$ cat src/cmb_defines.svh
// Constants for the processor board system-bus interface.
`ifndef CMB_DEFINES_SVH
`define CMB_DEFINES_SVH

// ************************************************************
// Clocking
// ************************************************************
`define CMB_CLK_PERIOD_NS 50
`define CMB_PHASE_FREQ_KHZ 800
`define CMB_PHASE_PERIOD_NS (1000000 / `CMB_PHASE_FREQ_KHZ)
`define CMB_PHASE_DIV (`CMB_PHASE_PERIOD_NS / `CMB_CLK_PERIOD_NS)
`define CMB_PHASE_CNT_W 5
`define CMB_PHI2_AT 5'hC
`define CMB_CYCLE_TIME_NS 12500
`define CMB_CYCLE_PHASES (`CMB_CYCLE_TIME_NS / `CMB_PHASE_PERIOD_NS)

// ************************************************************
// Bus layout
// ************************************************************
`define CMB_ADDR_W 14
`define CMB_DATA_W 8
`define CMB_PORT_W 5
`define CMB_PORT_LSB 9
`define CMB_IN_PORT_MAX 5'h07
`define CMB_STACK_DEPTH 7
`define CMB_SP_W 3
`define CMB_SP_FULL 3'h7
`define CMB_PC_RESET 14'h0000

`endif

$ cat src/cmb_pkg.sv
// Types shared by the processor board system-bus interface.
package cmb_pkg;

	typedef enum logic [2:0] {
		CMB_MEM_RD = 3'b000,
		CMB_MEM_WR = 3'b001,
		CMB_IO_IN = 3'b010,
		CMB_IO_OUT = 3'b011,
		CMB_INT_FETCH = 3'b100
	} cmb_kind_e;

	typedef enum logic [1:0] {
		CMB_ST_IDLE = 2'b00,
		CMB_ST_XFER = 2'b01,
		CMB_ST_HOLD = 2'b10
	} cmb_state_e;

endpackage

$ cat src/cmb_phase_gen.sv
// Two-phase timing generator: 800 kHz phases derived from the core clock.
`include "cmb_defines.svh"

module cmb_phase_gen (
	input wire logic core_clk_i,
	input wire logic resetn_i,
	output logic phi1_o,
	output logic phi2_o,
	output logic phi2_tick_o
);

	logic [`CMB_PHASE_CNT_W-1:0] cnt_reg;
	logic [`CMB_PHASE_CNT_W-1:0] cnt_next;
	wire cnt_last = (cnt_reg == `CMB_PHASE_CNT_W'(`CMB_PHASE_DIV - 1));
	wire phi2_start = (cnt_next == `CMB_PHI2_AT);

	assign cnt_next = cnt_last ? '0 : cnt_reg + `CMB_PHASE_CNT_W'(1);

	// Phase one covers the first part of each period, phase two the rest; they never overlap.
	always_ff @(posedge core_clk_i or negedge resetn_i) begin
		if (!resetn_i) begin
			cnt_reg <= '0;
			phi1_o <= 1'b0;
			phi2_o <= 1'b0;
			phi2_tick_o <= 1'b0;
		end else begin
			cnt_reg <= cnt_next;
			phi1_o <= (cnt_next < `CMB_PHI2_AT);
			phi2_o <= (cnt_next >= `CMB_PHI2_AT);
			phi2_tick_o <= phi2_start;
		end
	end

endmodule

$ cat src/cmb_bus_if.sv
// System-bus interface of the 8-bit processor board: splits core traffic onto board buses.
//
// Notes on behaviour
// - Drive 14-bit address, separate 8-bit data out/in.
// - Flat 16 KB memory, no paging logic.
// - Wait request stalls the cycle until released.
// - Port cycles place 5-bit port number upstairs.
// - Ports 0-7 input, 8-31 output only.
// - Port cycle qualifier plus read/write direction signal.
// - Port data uses separate out and in buses.
// - Interrupt fetches instruction byte from dedicated port.
// - After interrupt, program resumes where it stopped.
// - Execution data with flags latched on own bus.
// - Timing from two-phase 800 kHz clock.
// - Seven nested return levels kept internally.
// - Port number occupies address bits 9 to 13.
// - Restart clears only the program counter.
// - Alternate master may take bus; then resume.
`include "cmb_defines.svh"

module cmb_bus_if (
	input wire logic core_clk_i,
	input wire logic resetn_i,
	// Core side.
	input wire logic req_i,
	input wire cmb_pkg::cmb_kind_e req_kind_i,
	input wire logic [`CMB_ADDR_W-1:0] req_addr_i,
	input wire logic [`CMB_PORT_W-1:0] req_port_i,
	input wire logic [`CMB_DATA_W-1:0] req_wdata_i,
	input wire logic pc_inc_i,
	input wire logic jump_i,
	input wire logic call_i,
	input wire logic ret_i,
	input wire logic [`CMB_ADDR_W-1:0] target_i,
	input wire logic restart_i,
	input wire logic exec_strobe_i,
	input wire logic [`CMB_DATA_W-1:0] exec_data_i,
	output logic done_o,
	output logic refused_o,
	output logic [`CMB_DATA_W-1:0] rdata_o,
	output logic [`CMB_ADDR_W-1:0] pc_o,
	// Board bus side.
	output logic [`CMB_ADDR_W-1:0] mem_addr_o,
	output logic [`CMB_DATA_W-1:0] data_out_o,
	input wire logic [`CMB_DATA_W-1:0] mem_din_i,
	input wire logic [`CMB_DATA_W-1:0] io_din_i,
	output logic mem_rd_o,
	output logic mem_wr_o,
	input wire logic mem_wait_i,
	output logic io_cycle_o,
	output logic io_in_o,
	output logic io_out_o,
	input wire logic [`CMB_DATA_W-1:0] int_instr_i,
	output logic int_ack_o,
	output logic [`CMB_DATA_W-1:0] exec_data_o,
	input wire logic hold_req_i,
	output logic hold_ack_o,
	output logic phi1_o,
	output logic phi2_o
);

	// ************************************************************
	// Phase timing
	// ************************************************************
	logic phi2_tick;

	cmb_phase_gen u_phase (
		.core_clk_i(core_clk_i),
		.resetn_i(resetn_i),
		.phi1_o(phi1_o),
		.phi2_o(phi2_o),
		.phi2_tick_o(phi2_tick)
	);

	// ************************************************************
	// Request decode
	// ************************************************************
	cmb_pkg::cmb_state_e state_reg;
	cmb_pkg::cmb_state_e state_next;
	cmb_pkg::cmb_kind_e kind_reg;

	wire idle = (state_reg == cmb_pkg::CMB_ST_IDLE);
	wire xfer = (state_reg == cmb_pkg::CMB_ST_XFER);
	wire port_is_in = (req_port_i <= `CMB_IN_PORT_MAX);
	wire kind_io_in = (req_kind_i == cmb_pkg::CMB_IO_IN);
	wire kind_io_out = (req_kind_i == cmb_pkg::CMB_IO_OUT);
	wire kind_io = kind_io_in || kind_io_out;
	wire req_ok = kind_io_in ? port_is_in : kind_io_out ? !port_is_in : 1'b1;
	wire start_hold = idle && hold_req_i;
	wire take = idle && !hold_req_i && req_i && req_ok;
	wire refuse = idle && !hold_req_i && req_i && !req_ok;
	// A slow device stretches the cycle by holding wait; completion is only on a phase-two tick.
	wire finish = xfer && phi2_tick && !mem_wait_i;
	wire [`CMB_ADDR_W-1:0] port_addr = {req_port_i, {`CMB_PORT_LSB{1'b0}}};
	wire [`CMB_ADDR_W-1:0] addr_sel = kind_io ? port_addr : req_addr_i;
	wire [`CMB_DATA_W-1:0] rdata_sel =
		(kind_reg == cmb_pkg::CMB_IO_IN) ? io_din_i :
		(kind_reg == cmb_pkg::CMB_INT_FETCH) ? int_instr_i : mem_din_i;

	always_comb begin
		case (state_reg)
			cmb_pkg::CMB_ST_IDLE: state_next = start_hold ? cmb_pkg::CMB_ST_HOLD :
				take ? cmb_pkg::CMB_ST_XFER : cmb_pkg::CMB_ST_IDLE;
			cmb_pkg::CMB_ST_XFER: state_next = finish ? cmb_pkg::CMB_ST_IDLE : cmb_pkg::CMB_ST_XFER;
			cmb_pkg::CMB_ST_HOLD: state_next = hold_req_i ? cmb_pkg::CMB_ST_HOLD :
				cmb_pkg::CMB_ST_IDLE;
			default: state_next = cmb_pkg::CMB_ST_IDLE;
		endcase
	end

	// ************************************************************
	// Transfer sequencer
	// ************************************************************
	// Only one of mem_rd_o, mem_wr_o, io_cycle_o and int_ack_o is loaded per request, so the transfer types cannot overlap.
	always_ff @(posedge core_clk_i or negedge resetn_i) begin
		if (!resetn_i) begin
			state_reg <= cmb_pkg::CMB_ST_IDLE;
			kind_reg <= cmb_pkg::CMB_MEM_RD;
			mem_addr_o <= '0;
			data_out_o <= '0;
			mem_rd_o <= 1'b0;
			mem_wr_o <= 1'b0;
			io_cycle_o <= 1'b0;
			io_in_o <= 1'b0;
			io_out_o <= 1'b0;
			int_ack_o <= 1'b0;
			hold_ack_o <= 1'b0;
			done_o <= 1'b0;
			refused_o <= 1'b0;
			rdata_o <= '0;
		end else begin
			state_reg <= state_next;
			done_o <= finish;
			refused_o <= refuse;
			hold_ack_o <= (state_next == cmb_pkg::CMB_ST_HOLD);
			if (take) begin
				kind_reg <= req_kind_i;
				mem_addr_o <= (req_kind_i == cmb_pkg::CMB_INT_FETCH) ? pc_o : addr_sel;
				data_out_o <= req_wdata_i;
				mem_rd_o <= (req_kind_i == cmb_pkg::CMB_MEM_RD);
				mem_wr_o <= (req_kind_i == cmb_pkg::CMB_MEM_WR);
				io_cycle_o <= kind_io;
				io_in_o <= kind_io_in;
				io_out_o <= kind_io_out;
				int_ack_o <= (req_kind_i == cmb_pkg::CMB_INT_FETCH);
			end else if (finish) begin
				rdata_o <= rdata_sel;
				mem_rd_o <= 1'b0;
				mem_wr_o <= 1'b0;
				io_cycle_o <= 1'b0;
				io_in_o <= 1'b0;
				io_out_o <= 1'b0;
				int_ack_o <= 1'b0;
			end
		end
	end

	// ************************************************************
	// Execution data latch
	// ************************************************************
	always_ff @(posedge core_clk_i or negedge resetn_i) begin
		if (!resetn_i) begin
			exec_data_o <= '0;
		end else if (exec_strobe_i) begin
			exec_data_o <= exec_data_i;
		end
	end

	// ************************************************************
	// Program counter and return stack
	// ************************************************************
	// The stack is plain data with no reset, so a restart keeps the saved return addresses.
	logic [`CMB_ADDR_W-1:0] stack_mem [`CMB_STACK_DEPTH];
	logic [`CMB_SP_W-1:0] sp_reg;

	wire int_busy = xfer && (kind_reg == cmb_pkg::CMB_INT_FETCH);
	wire pc_frozen = int_busy || (state_reg == cmb_pkg::CMB_ST_HOLD);
	wire sp_full = (sp_reg == `CMB_SP_FULL);
	wire sp_empty = (sp_reg == '0);
	wire do_call = call_i && !pc_frozen && !restart_i;
	wire do_ret = ret_i && !call_i && !pc_frozen && !restart_i;
	wire [`CMB_SP_W-1:0] sp_top = sp_empty ? '0 : sp_reg - `CMB_SP_W'(1);
	wire [`CMB_SP_W-1:0] sp_push_idx = sp_full ? sp_top : sp_reg;
	wire [`CMB_ADDR_W-1:0] ret_addr = stack_mem[sp_top];

	always_ff @(posedge core_clk_i) begin
		if (do_call) begin
			stack_mem[sp_push_idx] <= pc_o;
		end
	end

	// A full stack overwrites its newest entry rather than spilling to memory.
	always_ff @(posedge core_clk_i or negedge resetn_i) begin
		if (!resetn_i) begin
			sp_reg <= '0;
			pc_o <= `CMB_PC_RESET;
		end else begin
			if (do_call && !sp_full) begin
				sp_reg <= sp_reg + `CMB_SP_W'(1);
			end else if (do_ret && !sp_empty) begin
				sp_reg <= sp_top;
			end
			if (restart_i) begin
				pc_o <= `CMB_PC_RESET;
			end else if (!pc_frozen) begin
				// A return outranks a jump, so a popped level is never lost to a jump target.
				if (do_call) begin
					pc_o <= target_i;
				end else if (do_ret) begin
					pc_o <= ret_addr;
				end else if (jump_i) begin
					pc_o <= target_i;
				end else if (pc_inc_i) begin
					pc_o <= pc_o + `CMB_ADDR_W'(1);
				end
			end
		end
	end
endmodule

$ cat config.mk
export PLATFORM = sky130hd
export DESIGN_NAME = cmb_bus_if
export DESIGN_NICKNAME = d
export VERILOG_FILES = /design/src/cmb_pkg.sv /design/src/cmb_phase_gen.sv /design/src/cmb_bus_if.sv
export VERILOG_INCLUDE_DIRS = /design/src /design/src/src
export SDC_FILE = /design/constraint.sdc
export NUM_CORES = 1
export LEC_CHECK = 0
export BUFFER_PORTS_ARGS = -buffer_cell sky130_fd_sc_hd__buf_2
export CAP_MARGIN = 20
export CORE_UTILIZATION = 60
export DETAILED_ROUTE_END_ITERATION = 10
export GPL_ROUTABILITY_DRIVEN = 0
export PLACE_DENSITY = 0.82
export SKIP_LAST_GASP = 1
export SYNTH_ARGS = -nofsm -noshare
export SYNTH_HDL_FRONTEND = slang
export SYNTH_HIERARCHICAL = 1
export SYNTH_SLANG_ARGS = --single-unit
export TNS_END_PERCENT = 100
$ cat constraint.sdc
create_clock -name core_clk_i -period 8.2 [get_ports core_clk_i]
set_input_delay 1.23 -clock core_clk_i [delete_from_list [all_inputs] [get_ports core_clk_i]]
set_output_delay 1.23 -clock core_clk_i [all_outputs]
set_load 0.02 [all_outputs]
Yosys cells after proc, flatten, opt, wreduce, memory -nomap -nowiden
Memory sizes are Yosys's and may differ from the RTL's.
Cells that the tools add are included.
W data, S select, Z words.
Operators by class
  add/subtract/negate cells: 4
  $lt $le $gt $ge: 3
  eq/ne operators: 13
  mux-type cells: 31
  bitwise operators: 1
  reduce and logical (&&, ||, !) cells: 34
Operator list (count)
  $mux W14: 8
  $mux W8: 2
  $logic_and A1 B1 Y1: 15
  $add A14 B1 Y14 const B: 1
  $mux W1: 13
  $mux W3: 4
  $eq A3 B2 Y1 const B: 3
  $eq A3 B3 Y1 const B: 3
  $logic_not A1 Y1: 9
  $logic_not A3 Y1: 2
  $pmux W2 S3: 1
  $add A5 B1 Y5 const B: 1
  $eq A5 B4 Y1 const B: 1
  $eq A5 B5 Y1 const B: 1
  $ge A5 B4 Y1 const B: 1
  $le A5 B3 Y1 const B: 1
  $lt A5 B4 Y1 const B: 1
  $mux W5: 1
  $reduce_bool A5 Y1: 1
  $eq A2 B2 Y1 const B: 2
  $mux W2: 2
  $reduce_and A2 Y1: 2
  $reduce_bool A2 Y1: 2
  $add A3 B1 Y3 const B: 1
  7 further kinds: 8
Word-level totals
  register bits after elaboration: 77
  memory bits (writable): 98
  input port bits: 87
  memories: 1
Memory list
  stack_mem: words 7, bits a word 14, rd ports 1, clocked after Yosys merged registers in 0, write ports 1, RTL line cmb_bus_if.sv:173  | logic [`CMB_ADDR_W-1:0] stack_mem [`CMB_STACK_DEPTH];

Logic depth before layout (Yosys ltp)
Gate-level depths: netlist (run 1).
  depth after elaboration: 10
  gate-level depth with buffers: 11
  depth with buffers taken out: 9

Modules after synthesis
Netlist (run 1), hierarchy kept.
Modules (own cells, without submodules)
  cmb_bus_if: instances 1, cells each 646, area each 7886.3 um^2, seq. area each 4644.5 um^2
  cmb_phase_gen: instances 1, cells each 30, area each 365.4 um^2, seq. area each 200.2 um^2

Worst setup path after synthesis (run 1)
Ideal clock, no wire load.
  kind: reg-to-reg
  from: register sp_reg[0]
  to: memory stack_mem[1][0] in the netlist's numbering (enable)
  arrival time: 3.268 ns
  slack: 4.529 ns
  cell stages (with the launch flop): 12
  path buffers: 3
  cells stage by stage: dfrtp_1 > clkbuf_1 > inv_1 > ha_1 > ha_1 > nor2_1 > buf_2 > buf_2 > nand2_1 > o21ai_0 > nand2_1 > nor3_1
On the way
  longest elaborated chain between the ends: 3
Ends and longest elaborated chain
  from (decl): RTL line cmb_bus_if.sv:174  | logic [`CMB_SP_W-1:0] sp_reg;
  from (signal assigned): RTL line cmb_bus_if.sv:199  | sp_reg <= sp_reg + `CMB_SP_W'(1);
  from (signal assigned): RTL line cmb_bus_if.sv:201  | sp_reg <= sp_top;
  $sub A3 B1 Y3 or $logic_not A3 Y1 (tied branches): RTL line cmb_bus_if.sv:182, cmb_bus_if.sv:179
  $mux W3: RTL line cmb_bus_if.sv:182  | wire [`CMB_SP_W-1:0] sp_top = sp_empty ? '0 : sp_reg - `CMB_SP_W'(1);
  $mux W3 *: RTL line cmb_bus_if.sv:183  | wire [`CMB_SP_W-1:0] sp_push_idx = sp_full ? sp_top : sp_reg;
  to (decl): RTL line cmb_bus_if.sv:173
Every way passes the cells marked *; elsewhere a longest branch is shown, timed or not.

Worst setup path after layout (run 1)
  from: register sp_reg[0]
  to: register pc_o[8]
On the way
  longest elaborated chain between the ends: 7
Ends and longest elaborated chain
  $sub A3 B1 Y3 or $logic_not A3 Y1 (tied branches): RTL line cmb_bus_if.sv:182, cmb_bus_if.sv:179
  $mux W3 *: RTL line cmb_bus_if.sv:182
  $mem_v2 Z7 W14 *
  $mux W14 *: RTL line cmb_bus_if.sv:209  | end else if (do_ret) begin
  $mux W14 *: RTL line cmb_bus_if.sv:207  | if (do_call) begin
  $mux W14 *: RTL line cmb_bus_if.sv:205  | end else if (!pc_frozen) begin
  $mux W14 *: RTL line cmb_bus_if.sv:203  | if (restart_i) begin
  to (signal assigned): RTL line cmb_bus_if.sv:204  | pc_o <= `CMB_PC_RESET;
  to (signal assigned): RTL line cmb_bus_if.sv:208  | pc_o <= target_i;
  to (signal assigned): RTL line cmb_bus_if.sv:210  | pc_o <= ret_addr;
  to (decl): RTL line cmb_bus_if.sv:41  | output logic [`CMB_ADDR_W-1:0] pc_o,
Every way passes the cells marked *; elsewhere a longest branch is shown, timed or not. The select of a mux whose other input is x is not followed.
A chain may end at the register's enable or synchronous reset.

==> qor_table.md, run 1 <==
| Group | Result | Reported |
|:---|:---|:---|
| synthesis | Area of the mapped netlist | 8250 sq um |
| global routing | Total grt overflow | 0 |
| synthesis | Share of Yosys cell area claimed by the top area cell type | 35.7% |
| floorplanning | Effective utilization at floorplan | 61.8% |
| synthesis | Synthesized flop and latch total | 174 |
| worst setup path | Nature of the critical path endpoint | register |
| clocking | H-tree Lvls | 4 |
| finish | Ratio of cells with drive above 1 in the final layout | 30.8% |
| synthesis | Nets in the synthesized netlist | 771 |
| timing | Relative slew slack | 32.8% |
| finish | Flip-flop count of the largest register, all copies and words added | 98 |
| clocking | Clk sink count | 174 |
| finish | Leading cell types in the layout, fill and taps excluded | buf_2, edfxtp_1, dfrtp_1 |
| finish | Most common library cell in the layout ignoring fill and taps | buf_2 |
| worst setup path | Worst path max stage delay | 0.63 ns |
| drt | Vias per cell | 6.39 |
| worst setup path | Cells traversed along the worst timing path | inv_1 > ha_1 > ha_1 > nor2_2 > buf_4 > mux4_2 > and2_1 > o21ai_0 > a31oi_1 |
| drt | Number of optimization iterations in the first detailed-route pass | 5 |
| drt | Wire length per cell after detailed routing | 21.5 um |
| timing | Final count of negative-setup-slack endpoints | 0 |
| placement | Number of cells in the design after placement | 971 |
| timing | RSZ-0062 raised after global routing | false |
| pwr | Power per cell area | 313 nW/um^2 |
| timing | Worst slew pin tran | 1.01 ns |
| synthesis | Cell type with the largest total area after synthesis | edfxtp_1 |
| floorplanning | Full die area | 14200 sq um |
| worst setup path | Max stage delay cell, worst path | dfrtp_1 |
| synthesis | Number of enable-type register cells in the synthesized netlist | 98 |
| finish | Number of non-filler instances in the completed layout | 1006 |
| worst setup path | Worst EP required | 8.48 ns |
| pwr | Overall power | 0.00307 W |
| timing | Max Clk Rate | 0.286 GHz |
| drt | DRT Wirelength | 21.6 mm |
| drt | Remaining antenna violation count | 0 |
| drt | Number of DRC markers in iteration 0 | 887 |
| drt | Vias after detailed routing | 6432 |
| placement | Number of port buffers | 149 |
| synthesis | Warnings, synthesis | 6 |
| floorplanning | Die width | 119 um |
| worst hold path | HP Class | register to register |
| timing | Final Hold Viols | 0 |
| synthesis | Cell count after synthesis | 676 |
| clocking | Hold buffer count at cts | 0 |
| clocking | Number of buffers inserted during clock tree synthesis | 17 |
| worst setup path | Critical path buffer and inverter count | 2 |
| clocking | Skew-Pair Late Insertion Delay | 0.43 ns |
| finish | Count of antenna diodes in the layout | 0 |
| worst setup path | Type of origin of the critical path | register |
| worst setup path | Category of cells accounting for the largest share of critical-path delay | adder cells |
| global routing | Total routing usage reported by global routing | 32.6% |
| finish | Area growth from synthesis to final layout | 18.9% |
| synthesis | Synthesized area per cell | 12.2 sq um |
| run status | Result of the run | completed |
| timing | Post-route setup TNS | 0 ns |
| timing | Period utilisation layout | 42.7% |
| global routing | Via count of the first global-routing pass | 6345 |
| global routing | Pin count of the biggest net entering global routing | 77 |
| drt | DRC viols | 0 |
| finish | Final core area utilization | 73.5% |
| global routing | Wire length of the first global-routing pass | 34.3 mm |
| floorplanning | Number of cell rows | 42 |
| clocking | Root buffer cell | clkbuf_16 |
| synthesis | Share of synthesized registers carrying an async set or reset | 43.7% |
| timing | Clock Skew | 0.0103 ns |
| worst setup path | Critical Setup Path Class | register to register |
| synthesis | Register area share after synthesis | 58.7% |
| synthesis | Distinct cell type count of the synthesized netlist | 70 |
| synthesis | Primary FF master, synth | edfxtp_1 |
| placement | HPWL after DPL | 14.6 mm |
| floorplanning | Std-Cell Core Area | 13300 sq um |
| clocking | CTS tree | yes |
| finish | Largest Register | stack_mem |
| flow run | Count of maximum capacitance violations | 0 |
| clocking | Bufs on Longest Clock Path | 2 |
| global routing | Number of antenna violations at the first check in global routing | 0 |
| worst setup path | Critical Path Fanout Max | 32 |
| worst setup path | Worst EP arrival | 3.78 ns |
| clocking | Number of gates resized after CTS | 0 |
| timing | Fin crit period | 3.50 ns |
| floorplanning | Die Height | 119 um |
| finish | Registers with the most flip-flops | stack_mem (98), mem_addr_o (14), pc_o (14) |
| clocking | Post-CTS setup buffers | 0 |
| pwr | Worst IR Drop VDD | 0.000197 V |
| finish | Final-stage net count | 912 |
| synthesis | Area contributors post-synth | edfxtp_1, dfrtp_1, mux2_2 |
| floorplanning | Number of top-level pins | 150 |
| timing | Final max-slew violation count | 0 |
| pwr | Static Leak | 3.97 nW |
| worst setup path | Cell repeated most along the worst path | ha_1 |
| clocking | Clock transition at the register clock pins on the worst setup and hold paths after CTS | 0.06 ns |
==> tightest hold or removal path, delay by kind of cell, from the launching register on <==
family	cells	cell delay (ns)
AOI/OAI and AO/OA	1	0.05
and+or+nand+nor	1	0.05
DFF	1	0.34
==> routing by layer <==
layer,GRT usage [%],share of wire (%)
met1,44.6,39
met2,49.1,47
met3,6.90,9.5
met4,17.6,4.8
met5,0,0
==> cell usage after synthesis (8+ instances only) <==
library cell / number
edfxtp_1: 98
dfrtp_1: 76
nand2_1: 73
nor2_1: 51
o21ai_0: 48
mux2_2: 34
clkbuf_1: 29
a21oi_1: 27
inv_1: 15
mux2i_1: 15
nand3_1: 14
o211ai_1: 14
mux4_2: 13
buf_2: 10
o31ai_1: 10
o221ai_1: 9
a31oi_1: 8
and2_1: 8
ha_1: 8
nand2b_1: 8
==> stage by stage <==
step | hold WS [ns] | worst slack, ns | instance area, sq um
global route | 0.506 | 4.65 | 9810
finish | 0.472 | 4.70 | 9810
detailed placement | 0.463 | 4.19 | 9150
floorplan | 0.472 | 4.53 | 8250
global placement | 0.460 | 4.32 | 9130
CTS | 0.475 | 4.58 | 9780
==> logic make-up after synthesis <==
group	share of synthesized area (%)
AND/OR/NAND/NOR	11.4
AO/OA/AOI/OAI	14.4
buffers and inverters	2.97
flip-flops	58.7
multiplexers	10.2
adder cells (fa/ha/maj)	1.21
XOR/XNOR	1.06
==> final timing paths <==
check / depth (start not counted) / to / startpoint / slack (ns)
worst max register to register: 9 / pc_o[8]$_DFFE_PN0P_ / sp_reg[0]$_DFFE_PN0P_ / 4.70
worst min-delay path: 2 / mem_addr_o[1]$_DFFE_PN0P_ / mem_addr_o[1]$_DFFE_PN0P_ / 0.47
worst max-delay path: 9 / pc_o[8]$_DFFE_PN0P_ / sp_reg[0]$_DFFE_PN0P_ / 4.70
worst min register to register: 2 / mem_addr_o[1]$_DFFE_PN0P_ / mem_addr_o[1]$_DFFE_PN0P_ / 0.47
min in group asynchronous: 1 / u_phase/cnt_reg[0]$_DFF_PN0_ / resetn_i / 0.94
max in group asynchronous: 1 / sp_reg[1]$_DFFE_PN0P_ / resetn_i / 6.58
==> cell type report <==
type,count,area [sq um]
inverter,15,56.3
clock inverter,12,193
multi-input combinational,444,3180
tap,176,220
fill,882,3540
clock buffer,20,437
sequential,174,4840
timing repair buffer,165,880
==> report_power, final <==
part	total [W]	internal (W)	switching, W
clock	0.000863	0.000538	0.000325
combinational	0.000964	0.000396	0.000568
sequential	0.00124	0.00107	0.000169
total	0.00307	0.00201	0.00106
Note: power is estimated with default switching activity, not from simulation.
==> inputs of run 2 (changes only) <==
--- a/config.mk
+++ b/config.mk
@@ -8,10 +8,10 @@
 export LEC_CHECK = 0
 export BUFFER_PORTS_ARGS = -buffer_cell sky130_fd_sc_hd__buf_2
 export CAP_MARGIN = 20
-export CORE_UTILIZATION = 60
+export CORE_UTILIZATION = 56
 export DETAILED_ROUTE_END_ITERATION = 10
 export GPL_ROUTABILITY_DRIVEN = 0
-export PLACE_DENSITY = 0.82
+export PLACE_DENSITY = 0.77
 export SKIP_LAST_GASP = 1
 export SYNTH_ARGS = -nofsm -noshare
 export SYNTH_HDL_FRONTEND = slang
==> constraint.sdc (replaced) <==
create_clock -name core_clk_i -period 3.6 [get_ports core_clk_i]
set_input_delay 0.54 -clock core_clk_i [delete_from_list [all_inputs] [get_ports core_clk_i]]
set_output_delay 0.54 -clock core_clk_i [all_outputs]
set_load 0.02 [all_outputs]
==> run 2 against run 1 <==
Effect of this change: largest power group unchanged; combinational power rose by 130%; worst hold slack lost 0.14 ns; count of clock-buffer cells in the layout is 2 lower.
==> qor_table.md, run 2 (same netlist as run 1, synthesis figures left out) <==
| Group | Result | Reported | vs previous |
|:---|:---|:---|:---|
| floorplanning | Die width | 123 um | +3.5% |
| pwr | Static Leak | 4.00 nW | +0.59% |
| timing | Final max-slew violation count | 0 | unchanged |
| finish | Number of non-filler instances in the completed layout | 1015 | +0.89% |
| finish | Registers with the most flip-flops | stack_mem (98), mem_addr_o (14), pc_o (14) |  |
| drt | Remaining antenna violation count | 0 | unchanged |
| global routing | Wire length of the first global-routing pass | 33.9 mm | -1.3% |
| drt | Wire length per cell after detailed routing | 21.7 um | +0.70% |
| finish | Flip-flop count of the largest register, all copies and words added | 98 | unchanged |
| clocking | Number of gates resized after CTS | 0 | unchanged |
| timing | Final Worst Setup Slack | 0.302 ns | -4.40 ns |
| floorplanning | Full die area | 15200 sq um | +7.0% |
| clocking | Skew-Pair Late Insertion Delay | 0.44 ns | about the same |
| timing | Max Clk Rate | 0.303 GHz | +6.1% |
| drt | DRC viols | 0 | unchanged |
| floorplanning | Number of top-level pins | 150 | unchanged |
| worst setup path | Type of origin of the critical path | register |  |
| worst setup path | Critical Path Fanout Max | 18 | -44% |
| clocking | Number of buffers inserted during clock tree synthesis | 17 | unchanged |
| finish | Most common library cell in the layout ignoring fill and taps | buf_2 |  |
| placement | Number of cells in the design after placement | 980 | +0.93% |
| timing | Clock Skew | 0.0154 ns | +0.00504 ns |
| worst setup path | Critical Setup Path Class | register to register |  |
| clocking | Post-CTS setup buffers | 0 | unchanged |
| timing | Final hold slack | 0.332 ns | -0.141 ns |
| worst setup path | Nature of the critical path endpoint | register |  |
| finish | Area growth from synthesis to final layout | 19.3% |  |
| drt | Highest routed layer | met4 |  |
| drt | Vias per cell | 6.29 | -1.5% |
| drt | Metal-1 WL | 8.66 mm | +3.4% |
| drt | Routed length on met3 | 2.12 mm | +3.5% |
| pwr | Worst IR Drop VDD | 0.000494 V | +150% |
| global routing | Total grt overflow | 0 | unchanged |
| pwr | Power per cell area | 694 nW/um^2 | +120% |
| timing | Worst slew pin tran | 0.854 ns | -0.154 ns |
| clocking | Clk sink count | 174 | unchanged |
| worst setup path | Worst setup endpoint | pc_o[9]$_DFFE_PN0P_ |  |
| clocking | Hold buffer count at cts | 0 | unchanged |
| floorplanning | Number of cell rows | 43 | +2.4% |
| worst setup path | FF-to-FF Start | sp_reg[0]$_DFFE_PN0P_ |  |
| drt | Vias after detailed routing | 6389 | -0.67% |
| global routing | Total routing usage reported by global routing | 30.6% | -2.0 points |
| placement | Number of port buffers | 149 | unchanged |
| worst setup path | Launching element of the worst setup path | sp_reg[0]$_DFFE_PN0P_ |  |
| placement | Worst setup timing slack at the placement stage | 0.309 ns | -3.88 ns |
| clocking | CTS tree | yes |  |
| clocking | Clock transition at the register clock pins on the worst setup and hold paths after CTS | 0.08 ns | +0.02 ns |
| floorplanning | Std-Cell Core Area | 14100 sq um | +6.0% |
| timing | Relative slew slack | 43.1% | +10 points |
| finish | Final-stage net count | 916 | +0.44% |
| floorplanning | Die Height | 123 um | +3.5% |
| worst setup path | Worst EP required | 3.93 ns | -4.55 ns |
| global routing | Number of antenna violations at the first check in global routing | 1 | +1 |
| finish | Ratio of cells with drive above 1 in the final layout | 31.5% | +0.69 points |
| timing | Fin crit period | 3.30 ns | -0.202 ns |
| global routing | Via count of the first global-routing pass | 6458 | +1.8% |
| timing | Period utilisation layout | 91.6% | +49 points |
| finish | Leading cell types in the layout, fill and taps excluded | buf_2, edfxtp_1, dfrtp_1 |  |
| worst setup path | Setup slack of the worst register-to-register path | 0.30 ns | -4.40 ns |
| drt | DRT Wirelength | 22.0 mm | +1.6% |
| placement | HPWL after DPL | 15.0 mm | +2.7% |
| drt | Met2 wirelength from detailed routing | 10.5 mm | +3.1% |
| worst setup path | Worst r2r dst | pc_o[9]$_DFFE_PN0P_ |  |
| finish | Fill count | 996 | +13% |
| finish | Final Instance Area | 9840 sq um | +0.33% |
| timing | Final Hold Viols | 0 | unchanged |
| floorplanning | Effective utilization at floorplan | 58.3% | -3.5 points |
| clocking | Bufs on Longest Clock Path | 2 | unchanged |
| timing | Post-route setup TNS | 0 ns | unchanged |
| flow run | Count of maximum capacitance violations | 0 | unchanged |
| finish | Largest Register | stack_mem |  |
| timing | RSZ-0062 raised after global routing | false |  |
| run status | Result of the run | completed |  |
| worst hold path | HP Class | primary input to register |  |
| timing | Final count of negative-setup-slack endpoints | 0 | unchanged |
| worst setup path | Worst EP arrival | 3.63 ns | -0.15 ns |
| drt | Number of optimization iterations in the first detailed-route pass | 6 | +1 |
| drt | Number of DRC markers in iteration 0 | 596 | -33% |
| clocking | Root buffer cell | clkbuf_16 |  |
| placement | Instance area after placement | 9210 sq um | +0.62% |
| worst setup path | Reg2reg path depth | 9 | unchanged |
| clocking | H-tree Lvls | 4 | unchanged |
| global routing | Pin count of the biggest net entering global routing | 77 | unchanged |
## run 2: cell types whose count changed in the layout (fill, tap and decap cells not counted), sizes merged
cell | previous run | this run
inv | 15 | 24
bufinv | 5 | 0
buf | 165 | 168
clkbuf | 20 | 18
clkinvlp | 2 | 0
diode | 0 | 1
dlygate4sd3 | 0 | 1
## run 2: layout make-up
class | count | area [sq um] | share of cell area [%]
clock buffers | 18 | 430 | 4.37
well taps | 180 | 225 | 2.29
flip-flops and latches | 174 | 4840 | 49.2
diodes | 1 | 2.50 | 0.0254
inverters | 15 | 56.3 | 0.572
clock inverters | 14 | 165 | 1.68
repair buffers | 169 | 933 | 9.48
multi-input cells | 444 | 3180 | 32.4
## run 2: critical path: stages (launching register included)
cell       delay (ns)
dfrtp_1          0.59
inv_1            0.17
ha_1             0.30
ha_1             0.35
nor2_4           0.50
buf_4            0.32
mux4_2           0.52
a2bb2oi_1        0.14
a21oi_1          0.09
a22o_1           0.22
## run 2: stage by stage
step / total power (W) / utilization [%]
4_1_cts: 0.00682 / 69.3
3_3_place_gp: 0.00492 / 65.1
6_report: 0.00683 / 69.6
2_1_floorplan: 0.00427 / -
5_1_grt: 0.00711 / 69.5
3_5_place_dp: 0.00501 / 65.1
## run 2: report_power, final
part	internal, W	leakage (nW)	switching [W]
sequential	0.00244	1.86	0.000371
clock	0.000941	0.294	0.000872
combinational	0.000921	1.84	0.00128
## run 2: worst min-delay path by stage
| stage | from | endpoint | slack, ns | depth (start not counted) |
|---|---|---|---|---|
| floorplan | resetn_i | data_out_o[0]$_DFFE_PN0P_ | 0.24 | 0 |
| global placement | mem_addr_o[8]$_DFFE_PN0P_ | mem_addr_o[8]$_DFFE_PN0P_ | 0.45 | 2 |
| detailed placement | mem_addr_o[6]$_DFFE_PN0P_ | mem_addr_o[6]$_DFFE_PN0P_ | 0.47 | 2 |
| CTS | resetn_i | exec_data_o[4]$_DFFE_PN0P_ | 0.29 | 1 |
| global route | exec_data_i[4] | exec_data_o[4]$_DFFE_PN0P_ | 0.31 | 2 |
| finish | exec_data_i[4] | exec_data_o[4]$_DFFE_PN0P_ | 0.33 | 2 |
## run 2: metal layers
metal  vias to the layer above  track usage, %
li1                       2833               -
met3                        67            7.61
met2                       380            48.2
met1                      3109            39.8
met4                         0            14.7
met5                         -               0
==> inputs of run 3 (changes only) <==
--- a/config.mk
+++ b/config.mk
@@ -6,6 +6,7 @@
 export SDC_FILE = /design/constraint.sdc
 export NUM_CORES = 1
 export LEC_CHECK = 0
+export ABC_AREA = 1
 export BUFFER_PORTS_ARGS = -buffer_cell sky130_fd_sc_hd__buf_2
 export CAP_MARGIN = 20
 export CORE_UTILIZATION = 56
==> run 3 against run 2 <==
Effect of this change: routed wire length decreased by 5.6%; global-route usage decreased by 1.9 points; worst hold slack got worse by 0.080 ns; sequential share of layout area increased by 0.13 points; clock skew decreased by 0.0045 ns; register-to-register slack improved by 0.49 ns; cell count increased by 23%; via count increased by 7.4%; non-clock buffer count decreased by 4; combinational power increased by 7%; sequential cell count unchanged; critical path type unchanged.
==> qor_table.md, run 3 <==
| Group | Result | Reported | vs previous |
|:---|:---|:---|:---|
| synthesis | Complex-gate fraction of the synthesized area | 6.63% | -7.8 points |
| synthesis | Synth Area in Adders | 1.21% | -0.0051 points |
| placement | Instance area after placement | 9180 sq um | -0.31% |
| worst setup path | Worst EP required | 3.74 ns | -0.19 ns |
| synthesis | Cell count after synthesis | 901 | +33% |
| worst setup path | Worst EP arrival | 2.95 ns | -0.68 ns |
| floorplanning | Effective utilization at floorplan | 57.2% | -1.1 points |
| timing | Final Worst Setup Slack | 0.795 ns | +0.493 ns |
| synthesis | Synthesized area per cell | 9.20 sq um | -25% |
| clocking | Root buffer cell | clkbuf_16 |  |
| timing | Max Clk Rate | 0.357 GHz | +18% |
| synthesis | Area contributors post-synth | edfxtp_1, dfrtp_1, nand2_1 |  |
| clocking | Clk sink count | 174 | unchanged |
| synthesis | Distinct cell type count of the synthesized netlist | 38 | -46% |
| global routing | Via count of the first global-routing pass | 6598 | +2.2% |
| floorplanning | Number of top-level pins | 150 | unchanged |
| run status | Result of the run | completed |  |
| synthesis | Share of synthesized registers carrying an async set or reset | 43.7% | unchanged |
| clocking | Skew-Pair Late Insertion Delay | 0.44 ns | about the same |
| drt | Number of DRC markers in iteration 0 | 658 | +10% |
| drt | Number of optimization iterations in the first detailed-route pass | 5 | -1 |
| synthesis | Synth top cells by count | nand2_1, nand3_1, edfxtp_1 |  |
| floorplanning | Full die area | 15300 sq um | +0.41% |
| pwr | Worst IR Drop VDD | 0.000402 V | -19% |
| drt | DRC viols | 0 | unchanged |
| synthesis | Primary FF master, synth | edfxtp_1 |  |
| finish | Count of antenna diodes in the layout | 0 | -1 |
| finish | Final-stage net count | 1142 | +25% |
| clocking | CTS tree | yes |  |
| timing | Period utilisation layout | 77.9% | -14 points |
| global routing | Wire length of the first global-routing pass | 32.4 mm | -4.4% |
| synthesis | Number of enable-type register cells in the synthesized netlist | 98 | unchanged |
| clocking | Bufs on Longest Clock Path | 2 | unchanged |
| worst hold path | HP Class | primary input to async pin |  |
| drt | Remaining antenna violation count | 0 | unchanged |
| worst setup path | Nature of the critical path endpoint | register |  |
| clocking | Number of gates resized after CTS | 0 | unchanged |
| synthesis | Proportion of synthesized area in mux cells | 1.21% | -9.0 points |
| synthesis | Library cell with the highest instance count after synthesis | nand2_1 |  |
| placement | Number of port buffers | 149 | unchanged |
| finish | Final Instance Area | 9820 sq um | -0.25% |
| finish | Registers with the most flip-flops | stack_mem (98), mem_addr_o (14), pc_o (14) |  |
| placement | HPWL after DPL | 14.0 mm | -6.7% |
| global routing | Total routing usage reported by global routing | 28.7% | -1.9 points |
| drt | Vias per cell | 5.51 | -12% |
| worst setup path | Type of origin of the critical path | register |  |
| synthesis | Nets in the synthesized netlist | 996 | +29% |
| synthesis | Area of the mapped netlist | 8290 sq um | +0.42% |
| clocking | Post-CTS setup buffers | 0 | unchanged |
| worst setup path | Critical Setup Path Class | register to register |  |
| synthesis | Largest family of logic cells by synthesized area | simple AND/OR/NAND/NOR gates |  |
| synthesis | Basic-gate share of the synthesized area counting and, or, nand and nor cells | 26.3% | +15 points |
| drt | DRT Wirelength | 20.8 mm | -5.6% |
| timing | RSZ-0062 raised after global routing | false |  |
| clocking | Number of buffers inserted during clock tree synthesis | 17 | unchanged |
| placement | Worst setup timing slack at the placement stage | 0.815 ns | +0.505 ns |
| placement | Number of cells in the design after placement | 1212 | +24% |
| finish | Area growth from synthesis to final layout | 18.5% |  |
| timing | Final max-slew violation count | 0 | unchanged |
| timing | Final count of negative-setup-slack endpoints | 0 | unchanged |
| drt | Vias after detailed routing | 6860 | +7.4% |
| timing | Clock Skew | 0.0109 ns | -0.00447 ns |
| global routing | Number of antenna violations at the first check in global routing | 1 | unchanged |
| finish | Flip-flop count of the largest register, all copies and words added | 98 | unchanged |
| synthesis | Register area share after synthesis | 58.5% | -0.25 points |
| drt | Wire length per cell after detailed routing | 16.7 um | -23% |
| finish | Number of non-filler instances in the completed layout | 1244 | +23% |
| pwr | Power per cell area | 722 nW/um^2 | +4.2% |
| finish | Final core area utilization | 67.8% | -1.8 points |
| clocking | H-tree Lvls | 4 | unchanged |
| finish | Largest Register | stack_mem |  |
| global routing | Total grt overflow | 0 | unchanged |
| timing | Final Hold Viols | 0 | unchanged |
| global routing | Pin count of the biggest net entering global routing | 77 | unchanged |
| clocking | Clock transition at the register clock pins on the worst setup and hold paths after CTS | 0.07 ns | about the same |
| pwr | Static Leak | 4.53 nW | +13% |
| timing | Relative slew slack | 37.0% | -6.1 points |
| timing | Fin crit period | 2.80 ns | -0.493 ns |
| clocking | Hold buffer count at cts | 0 | unchanged |
| floorplanning | Die Height | 124 um | +0.21% |
| floorplanning | Die width | 124 um | +0.21% |
| synthesis | Cell type with the largest total area after synthesis | edfxtp_1 |  |
| floorplanning | Number of cell rows | 44 | +2.3% |
| finish | Most common library cell in the layout ignoring fill and taps | nand2_1 |  |
| worst setup path | Critical Path Fanout Max | 16 | -2 |
| synthesis | Share of Yosys cell area claimed by the top area cell type | 35.5% | -0.15 points |
| floorplanning | Std-Cell Core Area | 14500 sq um | +2.3% |
| timing | Worst slew pin tran | 0.945 ns | +0.0914 ns |
| synthesis | Synthesized flop and latch total | 174 | unchanged |
| synthesis | Warnings, synthesis | 6 | unchanged |
| finish | Ratio of cells with drive above 1 in the final layout | 22.4% | -9.2 points |
| flow run | Count of maximum capacitance violations | 0 | unchanged |
| synthesis | Post-Synth XOR/XNOR Area | 0.211% | -0.85 points |
| timing | Post-route setup TNS | 0 ns | unchanged |
| finish | Leading cell types in the layout, fill and taps excluded | nand2_1, buf_2, nand3_1 |  |
## run 3: cell types whose count changed after synthesis, moves of 9 or more
cell / delta
nand2_1: +198
nand3_1: +114
inv_1: +53
mux2_2: -26
a21oi_1: +22
o21ai_0: -21
clkbuf_1: -20
mux2i_1: -14
mux4_2: -13
buf_2: +12
o221ai_1: -9
## run 3: final timing paths
kind / startpoint / to / slack, ns / cells past startpoint
worst max-delay path: sp_reg[0]$_DFFE_PN0P_ / stack_mem[4][11]$_DFFE_PP_ / 0.80 / 10
worst min-delay path: resetn_i / data_out_o[1]$_DFFE_PN0P_ / 0.25 / 1
worst max register to register: sp_reg[0]$_DFFE_PN0P_ / stack_mem[4][11]$_DFFE_PP_ / 0.80 / 10
worst min register to register: state_reg[0]$_DFF_PN0_ / hold_ack_o$_DFF_PN0_ / 0.44 / 1
max in group asynchronous: resetn_i / pc_o[7]$_DFFE_PN0P_ / 2.74 / 1
min in group core_clk_i: mem_wait_i / done_o$_DFF_PN0_ / 0.29 / 2
## run 3: layer usage
| metal | vias to the layer above | routed length [um] | global-route usage [%] |
|---|---|---|---|
| li1 | 3299 | - | - |
| met2 | 307 | 9920 | 45.8 |
| met4 | 0 | 519 | 13.9 |
| met3 | 46 | 1750 | 7.74 |
| met5 | - | 0 | 0 |
| met1 | 3208 | 8570 | 36.2 |
## run 3: critical path: stages (launching register included)
cell and delay [ns]:
dfrtp_1 0.42, inv_1 0.10, ha_1 0.25, inv_1 0.11, ha_1 0.55, clkinv_1 0.18, nand2_1 0.08, o21ai_0 0.14
or2_2 0.34, nor2_1 0.16, buf_4 0.19
## run 3: per-stage QoR
stage | power (W) | hold slack, ns
floorplan | 0.00438 | 0.244
global route | 0.00748 | 0.276
CTS | 0.00710 | 0.275
detailed placement | 0.00513 | 0.425
global placement | 0.00507 | 0.415
finish | 0.00709 | 0.252
## run 3: cell type report
| cell class | count | area, sq um |
|---|---|---|
| Multi-Input combinational cell | 612 | 2950 |
| Clock buffer | 26 | 547 |
| Clock inverter | 6 | 92.6 |
| Tap cell | 184 | 230 |
| Fill cell | 1146 | 4660 |
| Inverter | 77 | 289 |
| Timing Repair Buffer | 165 | 868 |
| Sequential cell | 174 | 4840 |
## run 3: power breakdown
group / switching (W) / internal [W]
logic: 0.00161 / 0.000737
clock network: 0.000765 / 0.00120
registers: 0.000296 / 0.00248
total: 0.00268 / 0.00442
## run 3: cell families (layout without fill, tap and decap cells)
kind of cell	count (synthesis)	after routing
AND/OR/NAND/NOR	493	493
adder cells (fa/ha/maj)	8	8
AO/OA/AOI/OAI	100	100
flip-flops	174	174
multiplexers	9	9
buffers and inverters	115	274
XOR/XNOR	2	2
